File: src/inc/fgi_defines.vh
// Constants for the fuel gauge two-wire target port.
`ifndef FGI_DEFINES_VH
`define FGI_DEFINES_VH

// ----------------------------------------------------------------------------
// Bus addressing
// ----------------------------------------------------------------------------
`define FGI_TARGET_ADDR7 7'h36
`define FGI_ADDR_BYTE_WR 8'h6C
`define FGI_ADDR_BYTE_RD 8'h6D
`define FGI_BYTE_BITS 4'h8

// ----------------------------------------------------------------------------
// Register map limits and command word
// ----------------------------------------------------------------------------
`define FGI_WRITE_LAST 9'h04F
`define FGI_CMD_ADDR 9'h0FE
`define FGI_CMD_RESET 16'h5400
`define FGI_PAST_END_BYTE 8'hFF

// ----------------------------------------------------------------------------
// Timing
// ----------------------------------------------------------------------------
`define FGI_CLK_HZ 40000000
`define FGI_SCL_MAX_HZ 400000
`define FGI_SCL_MIN_CYCLES (`FGI_CLK_HZ / `FGI_SCL_MAX_HZ)
`define FGI_SLEEP_CYCLES 100000000

// ----------------------------------------------------------------------------
// Write queue
// ----------------------------------------------------------------------------
`define FGI_FIFO_DEPTH 4
`define FGI_FIFO_WIDTH 24

`endif

File: src/core/fgi_target.v
// Two-wire bus target port of the fuel gauge, with its write queue.
`timescale 1ns/1ps
`include "fgi_defines.vh"

// ----------------------------------------------------------------------------
// Write queue
// ----------------------------------------------------------------------------
module fgi_fifo #(
  parameter WIDTH = `FGI_FIFO_WIDTH,
  parameter DEPTH = `FGI_FIFO_DEPTH,
  parameter AW = 2
) (
  input wire clk,
  input wire rst_n,
  input wire in_valid,
  output wire in_ready,
  input wire [WIDTH-1:0] in_data,
  output wire out_valid,
  input wire out_ready,
  output wire [WIDTH-1:0] out_data
);
  reg [WIDTH-1:0] mem [0:DEPTH-1];
  reg [AW-1:0] wr_ptr_reg;
  reg [AW-1:0] rd_ptr_reg;
  reg [AW:0] count_reg;
  wire push;
  wire pop;

  assign in_ready = (count_reg != DEPTH[AW:0]);
  assign out_valid = (count_reg != {(AW+1){1'b0}});
  assign out_data = mem[rd_ptr_reg];
  assign push = in_valid & in_ready;
  assign pop = out_valid & out_ready;

  always @(posedge clk) begin
    if (push) begin
      mem[wr_ptr_reg] <= in_data;
    end
  end

  always @(posedge clk or negedge rst_n) begin
    if (!rst_n) begin
      wr_ptr_reg <= {AW{1'b0}};
      rd_ptr_reg <= {AW{1'b0}};
      count_reg <= {(AW+1){1'b0}};
    end else begin
      if (push) begin
        wr_ptr_reg <= (wr_ptr_reg == DEPTH[AW-1:0] - 1'b1) ? {AW{1'b0}} : wr_ptr_reg + 1'b1;
      end
      if (pop) begin
        rd_ptr_reg <= (rd_ptr_reg == DEPTH[AW-1:0] - 1'b1) ? {AW{1'b0}} : rd_ptr_reg + 1'b1;
      end
      if (push & ~pop) begin
        count_reg <= count_reg + 1'b1;
      end else if (pop & ~push) begin
        count_reg <= count_reg - 1'b1;
      end
    end
  end
endmodule // fgi_fifo

// ----------------------------------------------------------------------------
// Target port
// ----------------------------------------------------------------------------
module fgi_target #(
  parameter SLEEP_CYCLES = `FGI_SLEEP_CYCLES
) (
  input wire clk,
  input wire rst_n,
  input wire scl_in,
  input wire sda_in,
  output reg sda_out,
  output reg sda_oe_n,
  output reg [7:0] rd_addr,
  input wire [15:0] rd_data,
  input wire wr_permit,
  output reg wr_valid,
  input wire wr_ready,
  output reg [7:0] wr_addr,
  output reg [15:0] wr_data,
  input wire sleep_permit_bit,
  output reg sleep_state,
  output reg reset_pulse
);
  localparam [4:0] ST_IDLE = 5'h01;
  localparam [4:0] ST_RECV = 5'h02;
  localparam [4:0] ST_SACK = 5'h04;
  localparam [4:0] ST_SEND = 5'h08;
  localparam [4:0] ST_HACK = 5'h10;

  // Synchronisers; the first stage feeds only the second.
  reg scl_m_reg;
  reg scl_s_reg;
  reg scl_d_reg;
  reg sda_m_reg;
  reg sda_s_reg;
  reg sda_d_reg;

  reg [4:0] state_reg;
  reg [3:0] bit_cnt_reg;
  reg [7:0] shift_reg;
  reg [8:0] ptr_reg;
  reg got_addr_reg;
  reg got_ptr_reg;
  reg rw_reg;
  reg hi_ok_reg;
  reg [7:0] hi_byte_reg;
  reg host_nak_reg;
  reg [31:0] low_cnt_reg;

  wire scl_rise;
  wire scl_fall;
  wire start_cond;
  wire stop_cond;
  wire [7:0] tx_byte;
  wire [8:0] ptr_inc;
  wire is_cmd;
  wire can_store;

  wire q_in_ready;
  wire q_out_valid;
  wire [23:0] q_out_data;
  reg q_in_valid;
  reg [23:0] q_in_data;
  wire q_pop;

  assign scl_rise = scl_s_reg & ~scl_d_reg;
  assign scl_fall = ~scl_s_reg & scl_d_reg;
  // Data moving while the clock stays high is framing, never data.
  assign start_cond = scl_s_reg & scl_d_reg & sda_d_reg & ~sda_s_reg;
  assign stop_cond = scl_s_reg & scl_d_reg & ~sda_d_reg & sda_s_reg;
  assign ptr_inc = ptr_reg + 9'h001;
  // Past the end of the map the read data is all ones.
  assign tx_byte = ptr_reg[8] ? `FGI_PAST_END_BYTE :
                   (ptr_reg[0] ? rd_data[7:0] : rd_data[15:8]);
  assign is_cmd = ({ptr_reg[8:1], 1'b0} == `FGI_CMD_ADDR) &&
                  ({hi_byte_reg, shift_reg} == `FGI_CMD_RESET);
  assign can_store = hi_ok_reg && ptr_reg[0] && (ptr_reg <= `FGI_WRITE_LAST) &&
                     wr_permit;
  assign q_pop = q_out_valid & (~wr_valid | wr_ready);

  // --------------------------------------------------------------------------
  // Input sampling
  // --------------------------------------------------------------------------
  always @(posedge clk or negedge rst_n) begin
    if (!rst_n) begin
      scl_m_reg <= 1'b1;
      scl_s_reg <= 1'b1;
      scl_d_reg <= 1'b1;
      sda_m_reg <= 1'b1;
      sda_s_reg <= 1'b1;
      sda_d_reg <= 1'b1;
    end else begin
      scl_m_reg <= scl_in;
      scl_s_reg <= scl_m_reg;
      scl_d_reg <= scl_s_reg;
      sda_m_reg <= sda_in;
      sda_s_reg <= sda_m_reg;
      sda_d_reg <= sda_s_reg;
    end
  end

  // --------------------------------------------------------------------------
  // Bus protocol engine
  // --------------------------------------------------------------------------
  // The engine only ever reacts to clock edges and start/stop conditions made by the controller and
  // holds no rate setting, so any rate slow enough to be sampled works.
  always @(posedge clk or negedge rst_n) begin
    if (!rst_n) begin
      state_reg <= ST_IDLE;
      bit_cnt_reg <= 4'h0;
      shift_reg <= 8'h00;
      ptr_reg <= 9'h000;
      got_addr_reg <= 1'b0;
      got_ptr_reg <= 1'b0;
      rw_reg <= 1'b0;
      hi_ok_reg <= 1'b0;
      hi_byte_reg <= 8'h00;
      host_nak_reg <= 1'b0;
      sda_out <= 1'b0;
      sda_oe_n <= 1'b1;
      rd_addr <= 8'h00;
      q_in_valid <= 1'b0;
      q_in_data <= 24'h000000;
      reset_pulse <= 1'b0;
    end else begin
      sda_out <= 1'b0;
      rd_addr <= ptr_reg[7:0];
      q_in_valid <= 1'b0;
      reset_pulse <= 1'b0;
      if (start_cond) begin
        // A repeated start closes the open transaction; the pointer survives.
        state_reg <= ST_RECV;
        bit_cnt_reg <= 4'h0;
        got_addr_reg <= 1'b0;
        got_ptr_reg <= 1'b0;
        hi_ok_reg <= 1'b0;
        sda_oe_n <= 1'b1;
      end else if (stop_cond) begin
        state_reg <= ST_IDLE;
        sda_oe_n <= 1'b1;
        hi_ok_reg <= 1'b0;
      end else begin
        case (state_reg)
          ST_IDLE: begin
            sda_oe_n <= 1'b1;
          end
          ST_RECV: begin
            if (scl_rise && bit_cnt_reg != `FGI_BYTE_BITS) begin
              shift_reg <= {shift_reg[6:0], sda_s_reg};
              bit_cnt_reg <= bit_cnt_reg + 4'h1;
            end else if (scl_fall && bit_cnt_reg == `FGI_BYTE_BITS) begin
              if (!got_addr_reg) begin
                if (shift_reg[7:1] == `FGI_TARGET_ADDR7) begin
                  got_addr_reg <= 1'b1;
                  rw_reg <= shift_reg[0];
                  state_reg <= ST_SACK;
                  sda_oe_n <= 1'b0;
                end else begin
                  state_reg <= ST_IDLE;
                end
              end else if (!got_ptr_reg) begin
                got_ptr_reg <= 1'b1;
                ptr_reg <= {1'b0, shift_reg};
                hi_ok_reg <= 1'b0;
                state_reg <= ST_SACK;
                sda_oe_n <= 1'b0;
              end else begin
                state_reg <= ST_SACK;
                if (ptr_reg[0] == 1'b0) begin
                  hi_byte_reg <= shift_reg;
                  hi_ok_reg <= 1'b1;
                  ptr_reg <= ptr_inc;
                  sda_oe_n <= 1'b0;
                end else if (hi_ok_reg && is_cmd) begin
                  // No acknowledge for the reset command's last byte.
                  reset_pulse <= 1'b1;
                  hi_ok_reg <= 1'b0;
                  ptr_reg <= ptr_inc;
                  sda_oe_n <= 1'b1;
                end else if (can_store && !q_in_ready) begin
                  // A full queue refuses the byte, so nothing unacked is kept.
                  hi_ok_reg <= 1'b0;
                  ptr_reg <= ptr_inc;
                  sda_oe_n <= 1'b1;
                end else begin
                  if (can_store) begin
                    q_in_valid <= 1'b1;
                    q_in_data <= {ptr_reg[7:1], 1'b0, hi_byte_reg, shift_reg};
                  end
                  hi_ok_reg <= 1'b0;
                  ptr_reg <= ptr_inc;
                  sda_oe_n <= 1'b0;
                end
              end
            end
          end
          ST_SACK: begin
            if (scl_fall) begin
              if (rw_reg) begin
                // From the address acknowledge onward the device owns data.
                state_reg <= ST_SEND;
                shift_reg <= {tx_byte[6:0], 1'b0};
                sda_oe_n <= tx_byte[7];
                bit_cnt_reg <= 4'h1;
              end else begin
                state_reg <= ST_RECV;
                sda_oe_n <= 1'b1;
                bit_cnt_reg <= 4'h0;
              end
            end
          end
          ST_SEND: begin
            if (scl_fall) begin
              if (bit_cnt_reg == `FGI_BYTE_BITS) begin
                state_reg <= ST_HACK;
                sda_oe_n <= 1'b1;
                ptr_reg <= ptr_reg[8] ? ptr_reg : ptr_inc;
              end else begin
                sda_oe_n <= shift_reg[7];
                shift_reg <= {shift_reg[6:0], 1'b0};
                bit_cnt_reg <= bit_cnt_reg + 4'h1;
              end
            end
          end
          ST_HACK: begin
            if (scl_rise) begin
              host_nak_reg <= sda_s_reg;
            end else if (scl_fall) begin
              if (host_nak_reg) begin
                state_reg <= ST_IDLE;
                sda_oe_n <= 1'b1;
              end else begin
                state_reg <= ST_SEND;
                shift_reg <= {tx_byte[6:0], 1'b0};
                sda_oe_n <= tx_byte[7];
                bit_cnt_reg <= 4'h1;
              end
            end
          end
          default: begin
            state_reg <= ST_IDLE;
            sda_oe_n <= 1'b1;
          end
        endcase
      end
    end
  end

  // --------------------------------------------------------------------------
  // Write queue and output stage
  // --------------------------------------------------------------------------
  // The queue decouples the word store from the register file, which may be
  // busy; the ready term feeds back into the acknowledge decision.
  fgi_fifo #(
    .WIDTH(24),
    .DEPTH(`FGI_FIFO_DEPTH),
    .AW(2)
  ) u_queue (
    .clk(clk),
    .rst_n(rst_n),
    .in_valid(q_in_valid),
    .in_ready(q_in_ready),
    .in_data(q_in_data),
    .out_valid(q_out_valid),
    .out_ready(~wr_valid | wr_ready),
    .out_data(q_out_data)
  );

  always @(posedge clk or negedge rst_n) begin
    if (!rst_n) begin
      wr_valid <= 1'b0;
      wr_addr <= 8'h00;
      wr_data <= 16'h0000;
    end else if (q_pop) begin
      wr_valid <= 1'b1;
      wr_addr <= q_out_data[23:16];
      wr_data <= q_out_data[15:0];
    end else if (wr_ready) begin
      wr_valid <= 1'b0;
    end
  end

  // --------------------------------------------------------------------------
  // Sleep on a long bus-low
  // --------------------------------------------------------------------------
  always @(posedge clk or negedge rst_n) begin
    if (!rst_n) begin
      low_cnt_reg <= 32'h00000000;
      sleep_state <= 1'b0;
    end else begin
      if (scl_s_reg | sda_s_reg) begin
        low_cnt_reg <= 32'h00000000;
      end else if (low_cnt_reg != SLEEP_CYCLES) begin
        low_cnt_reg <= low_cnt_reg + 32'h00000001;
      end
      if (sleep_state && ((scl_s_reg & ~scl_d_reg) | (sda_s_reg & ~sda_d_reg))) begin
        sleep_state <= 1'b0;
      end else if (sleep_permit_bit && !scl_s_reg && !sda_s_reg &&
                   low_cnt_reg == SLEEP_CYCLES - 1) begin
        sleep_state <= 1'b1;
      end
    end
  end
endmodule // fgi_target

File: config.mk
export PLATFORM = sky130hd
export DESIGN_NAME = fgi_target
export DESIGN_NICKNAME = d
export VERILOG_FILES = /design/src/core/fgi_target.v
export VERILOG_INCLUDE_DIRS = /design/src /design/src/inc
export SDC_FILE = /design/constraint.sdc
export NUM_CORES = 1
export LEC_CHECK = 0
export ABC_AREA = 1
export BUFFER_PORTS_ARGS = -buffer_cell sky130_fd_sc_hd__clkbuf_2
export CORE_UTILIZATION = 25
export DETAILED_ROUTE_END_ITERATION = 10
export GPL_TIMING_DRIVEN = 0
export PLACE_DENSITY_LB_ADDON = 0.05
export SLEW_MARGIN = 5
export SYNTH_ARGS = -nofsm -noshare
export SYNTH_HDL_FRONTEND = slang
export SYNTH_SLANG_ARGS = --single-unit
File: constraint.sdc
create_clock -name clk -period 5.6 [get_ports clk]
set_input_delay 0.56 -clock clk [delete_from_list [all_inputs] [get_ports clk]]
set_output_delay 0.56 -clock clk [all_outputs]
set_load 0.01 [all_outputs]
== Word level (Yosys, flattened, before mapping) ==
Memory sizes are Yosys's and may differ from the RTL's. A register that Yosys moved wholly into a read port is not among the register bits.
Index checks and enable logic that the tools add are counted.
Storage, ports and cells
  flip-flop bits (word level): 128
  RAM bits: 92
  input port bits: 23
  output and inout bits: 37
  word-level logic and storage cells: 272
  memories: 1
Memories
  u_queue.mem: depth 4, bits a word 23, rd ports 1, clocked after Yosys merged registers in 1, write ports 1, RTL line fgi_target.v:22  | reg [WIDTH-1:0] mem [0:DEPTH-1];
Operators by class
  add/sub/neg operators: 7
  $lt $le $gt $ge: 1
  eq/ne operators: 47
  mux-type cells: 115
  bitwise logic cells: 29
  reductions and logical operators: 43
Operator list (count)
  8-bit two-way mux: 10
  1-bit two-way mux: 65
  32-bit two-way mux: 2
  9-bit two-way mux: 7
  5-bit two-way mux: 10
  4-bit two-way mux: 11
  32-bit by 1-bit adder with 32-bit output (second input constant): 1
  32-bit by 27-bit equality test with 1-bit output (second input constant): 1
  32-bit by 27-bit inequality test with 1-bit output (second input constant): 1
  4-bit inequality test (second input constant): 8
  8-bit case mux with 4 select lines: 1
  2-bit inequality test (second input constant): 15
  3-bit inequality test (second input constant): 10
  5-bit case mux with 5 select lines: 1
  8-bit AND reduction: 3
  11-bit AND reduction: 2
  9-bit case mux with 2 select lines: 1
  9-bit AND reduction: 2
  16-bit by 15-bit equality test with 1-bit output (second input constant): 1
  4-bit case mux with 4 select lines: 1
  2-bit nonzero test: 8
  1-bit inverter: 14
  7-bit AND reduction: 2
  1-bit bitwise AND: 12
  27 further kinds: 53

== Logic depth before layout (Yosys ltp) ==
  word-level depth: 14
  depth in mapped cells: 12

== By module ==
From an unflattened synthesis, not the netlist that was laid out.
Unflattened totals
  cell total of the unflattened synthesis: 1177
  area, all modules: 11295.8 µm²
By module, submodules not included
  fgi_target: instances 1, cells an instance 838, area an instance 6936.7 µm²
  fgi_fifo: instances 1, cells an instance 339, area an instance 4359.2 µm²

== Least setup slack after synthesis ==
Ideal clock, no wire load.
  path type: register -> register
  from: reg u_queue.count_reg[2]
  to: mem u_queue.mem[0][0] (netlist bit) (enable)
  library setup time: 0.403 ns
  data arrival time: 1.671 ns
  required time: 5.197 ns
  setup slack: 3.526 ns
  cell stages (with the launch flop): 6
  path buffers: 0
  cells stage by stage: dfrtp_1 > inv_1 > nor3_1 > inv_1 > nand2_1 > nor2_1
On the way
  longest elaborated chain between the ends: 4
Ends and longest elaborated chain
  start, declared: RTL line fgi_target.v:25  | reg [AW:0] count_reg;
  start signal, assigned: RTL line fgi_target.v:45  | count_reg <= {(AW+1){1'b0}};
  start signal, assigned: RTL line fgi_target.v:54  | count_reg <= count_reg + 1'b1;
  start signal, assigned: RTL line fgi_target.v:56  | count_reg <= count_reg - 1'b1;
  3-bit inequality test: RTL line fgi_target.v:29  | assign in_ready = (count_reg != DEPTH[AW:0]);
  1-bit bitwise AND: RTL line fgi_target.v:32  | assign push = in_valid & in_ready;
  1-bit two-way mux: RTL line fgi_target.v:36  | if (push) begin
  1-bit two-way mux (not written as such): RTL line fgi_target.v:37  | mem[wr_ptr_reg] <= in_data;
  end, declared: RTL line fgi_target.v:22
No other way between the ends.

== Worst setup path after layout ==
  from: reg u_queue.count_reg[0]
  to: reg u_queue.count_reg[1]
On the way
  longest elaborated chain between the ends: 5
  elaborated cells between the ends (all ways): 13
Ends and longest elaborated chain
  3-bit inequality test (*): RTL line fgi_target.v:29
  1-bit bitwise AND (*): RTL line fgi_target.v:32
  via u_queue.push: RTL line fgi_target.v:26  | wire push;
  1-bit inverter: RTL line fgi_target.v:55  | end else if (pop & ~push) begin
  1-bit bitwise AND: RTL line fgi_target.v:55
  2-bit nonzero test (no line)
Mark *: on every way through the listed nets, which the timed path passes. The rest lies on a longest branch. The select of a mux whose other input is x is not followed.
A chain may end at the register's enable or synchronous reset.

==> flow_metrics.tcl <==
set metrics [dict create \
    cp.required_ns 6.03 \
    clockRootBuffer "clkbuf_16" \
    syn-cell-area_sq_mm 0.01078 \
    finalNetCount 1303 \
    worstHoldStart "scl_in" \
    core_sq_mm 0.04223 \
    slew_headroom 0.4196 \
    synth.cells.most_frequent "224 x nand2_1, 211 x nor2_1, 135 x dfrtp_1, 122 x o21ai_0, 99 x inv_1" \
    numCtsBuffers 29 \
    hold_path_depth 1 \
    wl_per_cell_um 16.30 \
    n_antenna_cell 0 \
    dieHeight_um 209.6 \
    hp-class "input port to flop" \
    critPathArrivalTime_ns 2.95 \
    htree_levels 1 \
    yosys.area.top_type "dfrtp_1" \
    r2r_cells 8 \
    clk_path_buf_depth 3 \
    synthArstFlopShare 0.6085 \
    syn_area_per_cell_sq_um 9.165 \
    worst_slew_pin_slew_ns 0.8627 \
    finalSetupTns_ns 0 \
    cp-end-kind "flop" \
    ys_warn_count 0 \
    synth_top_area_frac 0.3134 \
    drv_slew 0 \
    critPathLaunchType "flop" \
    viasPerCell 4.355 \
    die_w_um 209.6 \
    grt_pass1_wl_mm 48.33 \
    path_clk_slew_ns 0.06 \
    syn_inst 1176 \
    setup_violations 0 \
    post-route-period-util 0.4501 \
    grt_pass1_vias 8183 \
    dp.cells 1774 \
    max_freq_ghz 0.3967 \
    r2r_slack_ns 3.08 \
    antenna_found_initial 0 \
    drv_cap 0 \
    synth-edff-count 92 \
    drt_iter0_drc 350 \
    powerDensity_mw_per_mm2 411.5 \
    largest_reg_flops 92 \
    port_buffers 57 \
    min_to "scl_m_reg" \
    ir_drop_uv 228.8 \
    synth_cell_types 40 \
    post_cts_resized 0 \
    rows 75 \
    ys_ff_latch 235 \
    status "complete, no violations" \
    fin_cells 1829 \
    rsz0062_at_grt "false" \
    ant_nets 0 \
    clock-sinks 235 \
    yosys-top-cells-area "dfrtp_1 31%, edfxtp_1 26%, nand2_1 7.8%, nor2_1 7.3%, o21ai_0 5.7%" \
    r2r-end "u_queue.count_reg[1]" \
    grt_overflow_total 0 \
    firstDrtPassIters 4 \
    ys_seq_area_frac 0.5893 \
    clock_latency_ns 0.57 \
    fp.dieArea_sq_mm 0.04394 \
    grt_max_degree 91 \
    drcViolationCount 0 \
    synth-main-ff-cell "dfrtp_1" \
    initial_utilization 0.2552 \
    path_max_fanout 5 \
    drt_wl_total_mm 29.81 \
    io_pins 60 \
    grt_usage 0.1416 \
    reg2reg_from "u_queue.count_reg[0]" \
    hold_viol 0 \
    min_period_ns 2.521 \
    synthToLayoutAreaGrowth_pct 19.21 \
    cts_tree "yes" \
    skew_ns 0.03339 \
    p_leak_nw 5.304 \
    via_count 7966 \
    hpwlAfterDp_mm 21.25 \
    gp_congestion 0.8148 \
    yosysMostFrequentCell "nand2_1" \
    worstSetupPathType "flop to flop" \
    layout-drive-gt1-share 0.1333 \
]
-- metal layers --
layer  wire, um  up-vias  global-route usage
met2      14060      109              0.2360
met1      14280     3724              0.1925
met3        892       35             0.01945
met5          0        -                   0
met4        576        0             0.03700
li1           -     4098                   -
-- critical path, stage by stage, from the launching register on --
cell	delay (ns)
dfrtp_1	0.43
nor3_1	0.24
inv_1	0.19
nand2_1	0.36
inv_1	0.19
ha_1	0.21
inv_1	0.09
fa_1	0.42
mux2_2	0.27
-- final cells by class --
type | instances | area (sq um)
timing repair buffer | 59 | 331.6
inverter | 110 | 412.9
multi-input combinational | 794 | 3859
clock buffer | 39 | 783.3
sequential | 235 | 6351
buffer | 38 | 188.9
fill | 4475 | 29380
clock inverter | 15 | 247.7
tap | 539 | 674.4
-- worst max-delay path by stage --
stage | cells after the start | end | start
after floorplan | 5 | u_queue.mem[0][0] | u_queue.count_reg[2]
after global placement | 1 | rd_addr[0] | rst_n
after detailed placement | 8 | u_queue.count_reg[1] | u_queue.count_reg[0]
after CTS | 8 | u_queue.count_reg[1] | u_queue.count_reg[0]
after global routing | 8 | u_queue.count_reg[1] | u_queue.count_reg[0]
final | 8 | u_queue.count_reg[1] | u_queue.count_reg[0]
-- what timing repair did --
action | CTS | global route
setup endpoints to repair | 0 | 0
endpoints found under the hold margin | 53 | 0
setup buffers | 0 | 0
hold buffers | 1 | 0
-- through the flow --
stage	utilization	worst slack [ns]	power (mW)	instance area, sq um	hold slack (ns)
final	0.3043	3.079	5.287	12850	0.08746
after global routing	0.3043	2.876	5.639	12850	0.06236
after CTS	0.3043	3.035	5.422	12850	0.05194
after detailed placement	0.2796	3.059	3.349	11810	0.3472
after global placement	0.2780	0.8918	3.345	11740	0.3456
after floorplan	-	3.526	2.857	10780	0.2644
-- kinds of logic (layout without fill, tap and decap cells) --
| logic type | after synthesis | after routing | share of synthesized area |
|---|---|---|---|
| xor gates and xnor gates | 18 | 18 | 0.01463 |
| muxes | 8 | 8 | 0.008359 |
| other | 1 | 2 | 0.0003479 |
| adders and majority gates | 13 | 13 | 0.01579 |
| AOI/OAI and AO/OA | 181 | 181 | 0.08823 |
| DFF | 235 | 235 | 0.5893 |
| buffers and inverters | 148 | 261 | 0.05584 |
| and+or+nand+nor | 572 | 572 | 0.2275 |
-- layout by cell type (no fill, tap or decap), types with 6 or more instances in the layout --
master,n
dfstp_2,8
nand2_1,224
xor2_1,14
a21oi_1,23
nor2_1,207
o21ai_0,122
clkbuf_16,29
ha_1,12
a31oi_1,26
buf_2,6
nand4_1,23
bufinv_16,6
nor3_1,29
inv_2,11
nor2_4,10
dfrtp_1,135
inv_1,99
nor2_2,9
nand3_1,54
mux2_2,8
edfxtp_1,92
clkbuf_2,57
clkbuf_1,28
-- power breakdown --
| group | leakage (nW) | switching, mW | total, mW | internal (mW) |
|---|---|---|---|---|
| logic | 2.31 | 0.809 | 1.19 | 0.378 |
| registers | 2.50 | 0.153 | 2.09 | 1.93 |
| clock network | 0.496 | 0.753 | 2.01 | 1.26 |
No activity file was read; power rests on OpenSTA's default activity.
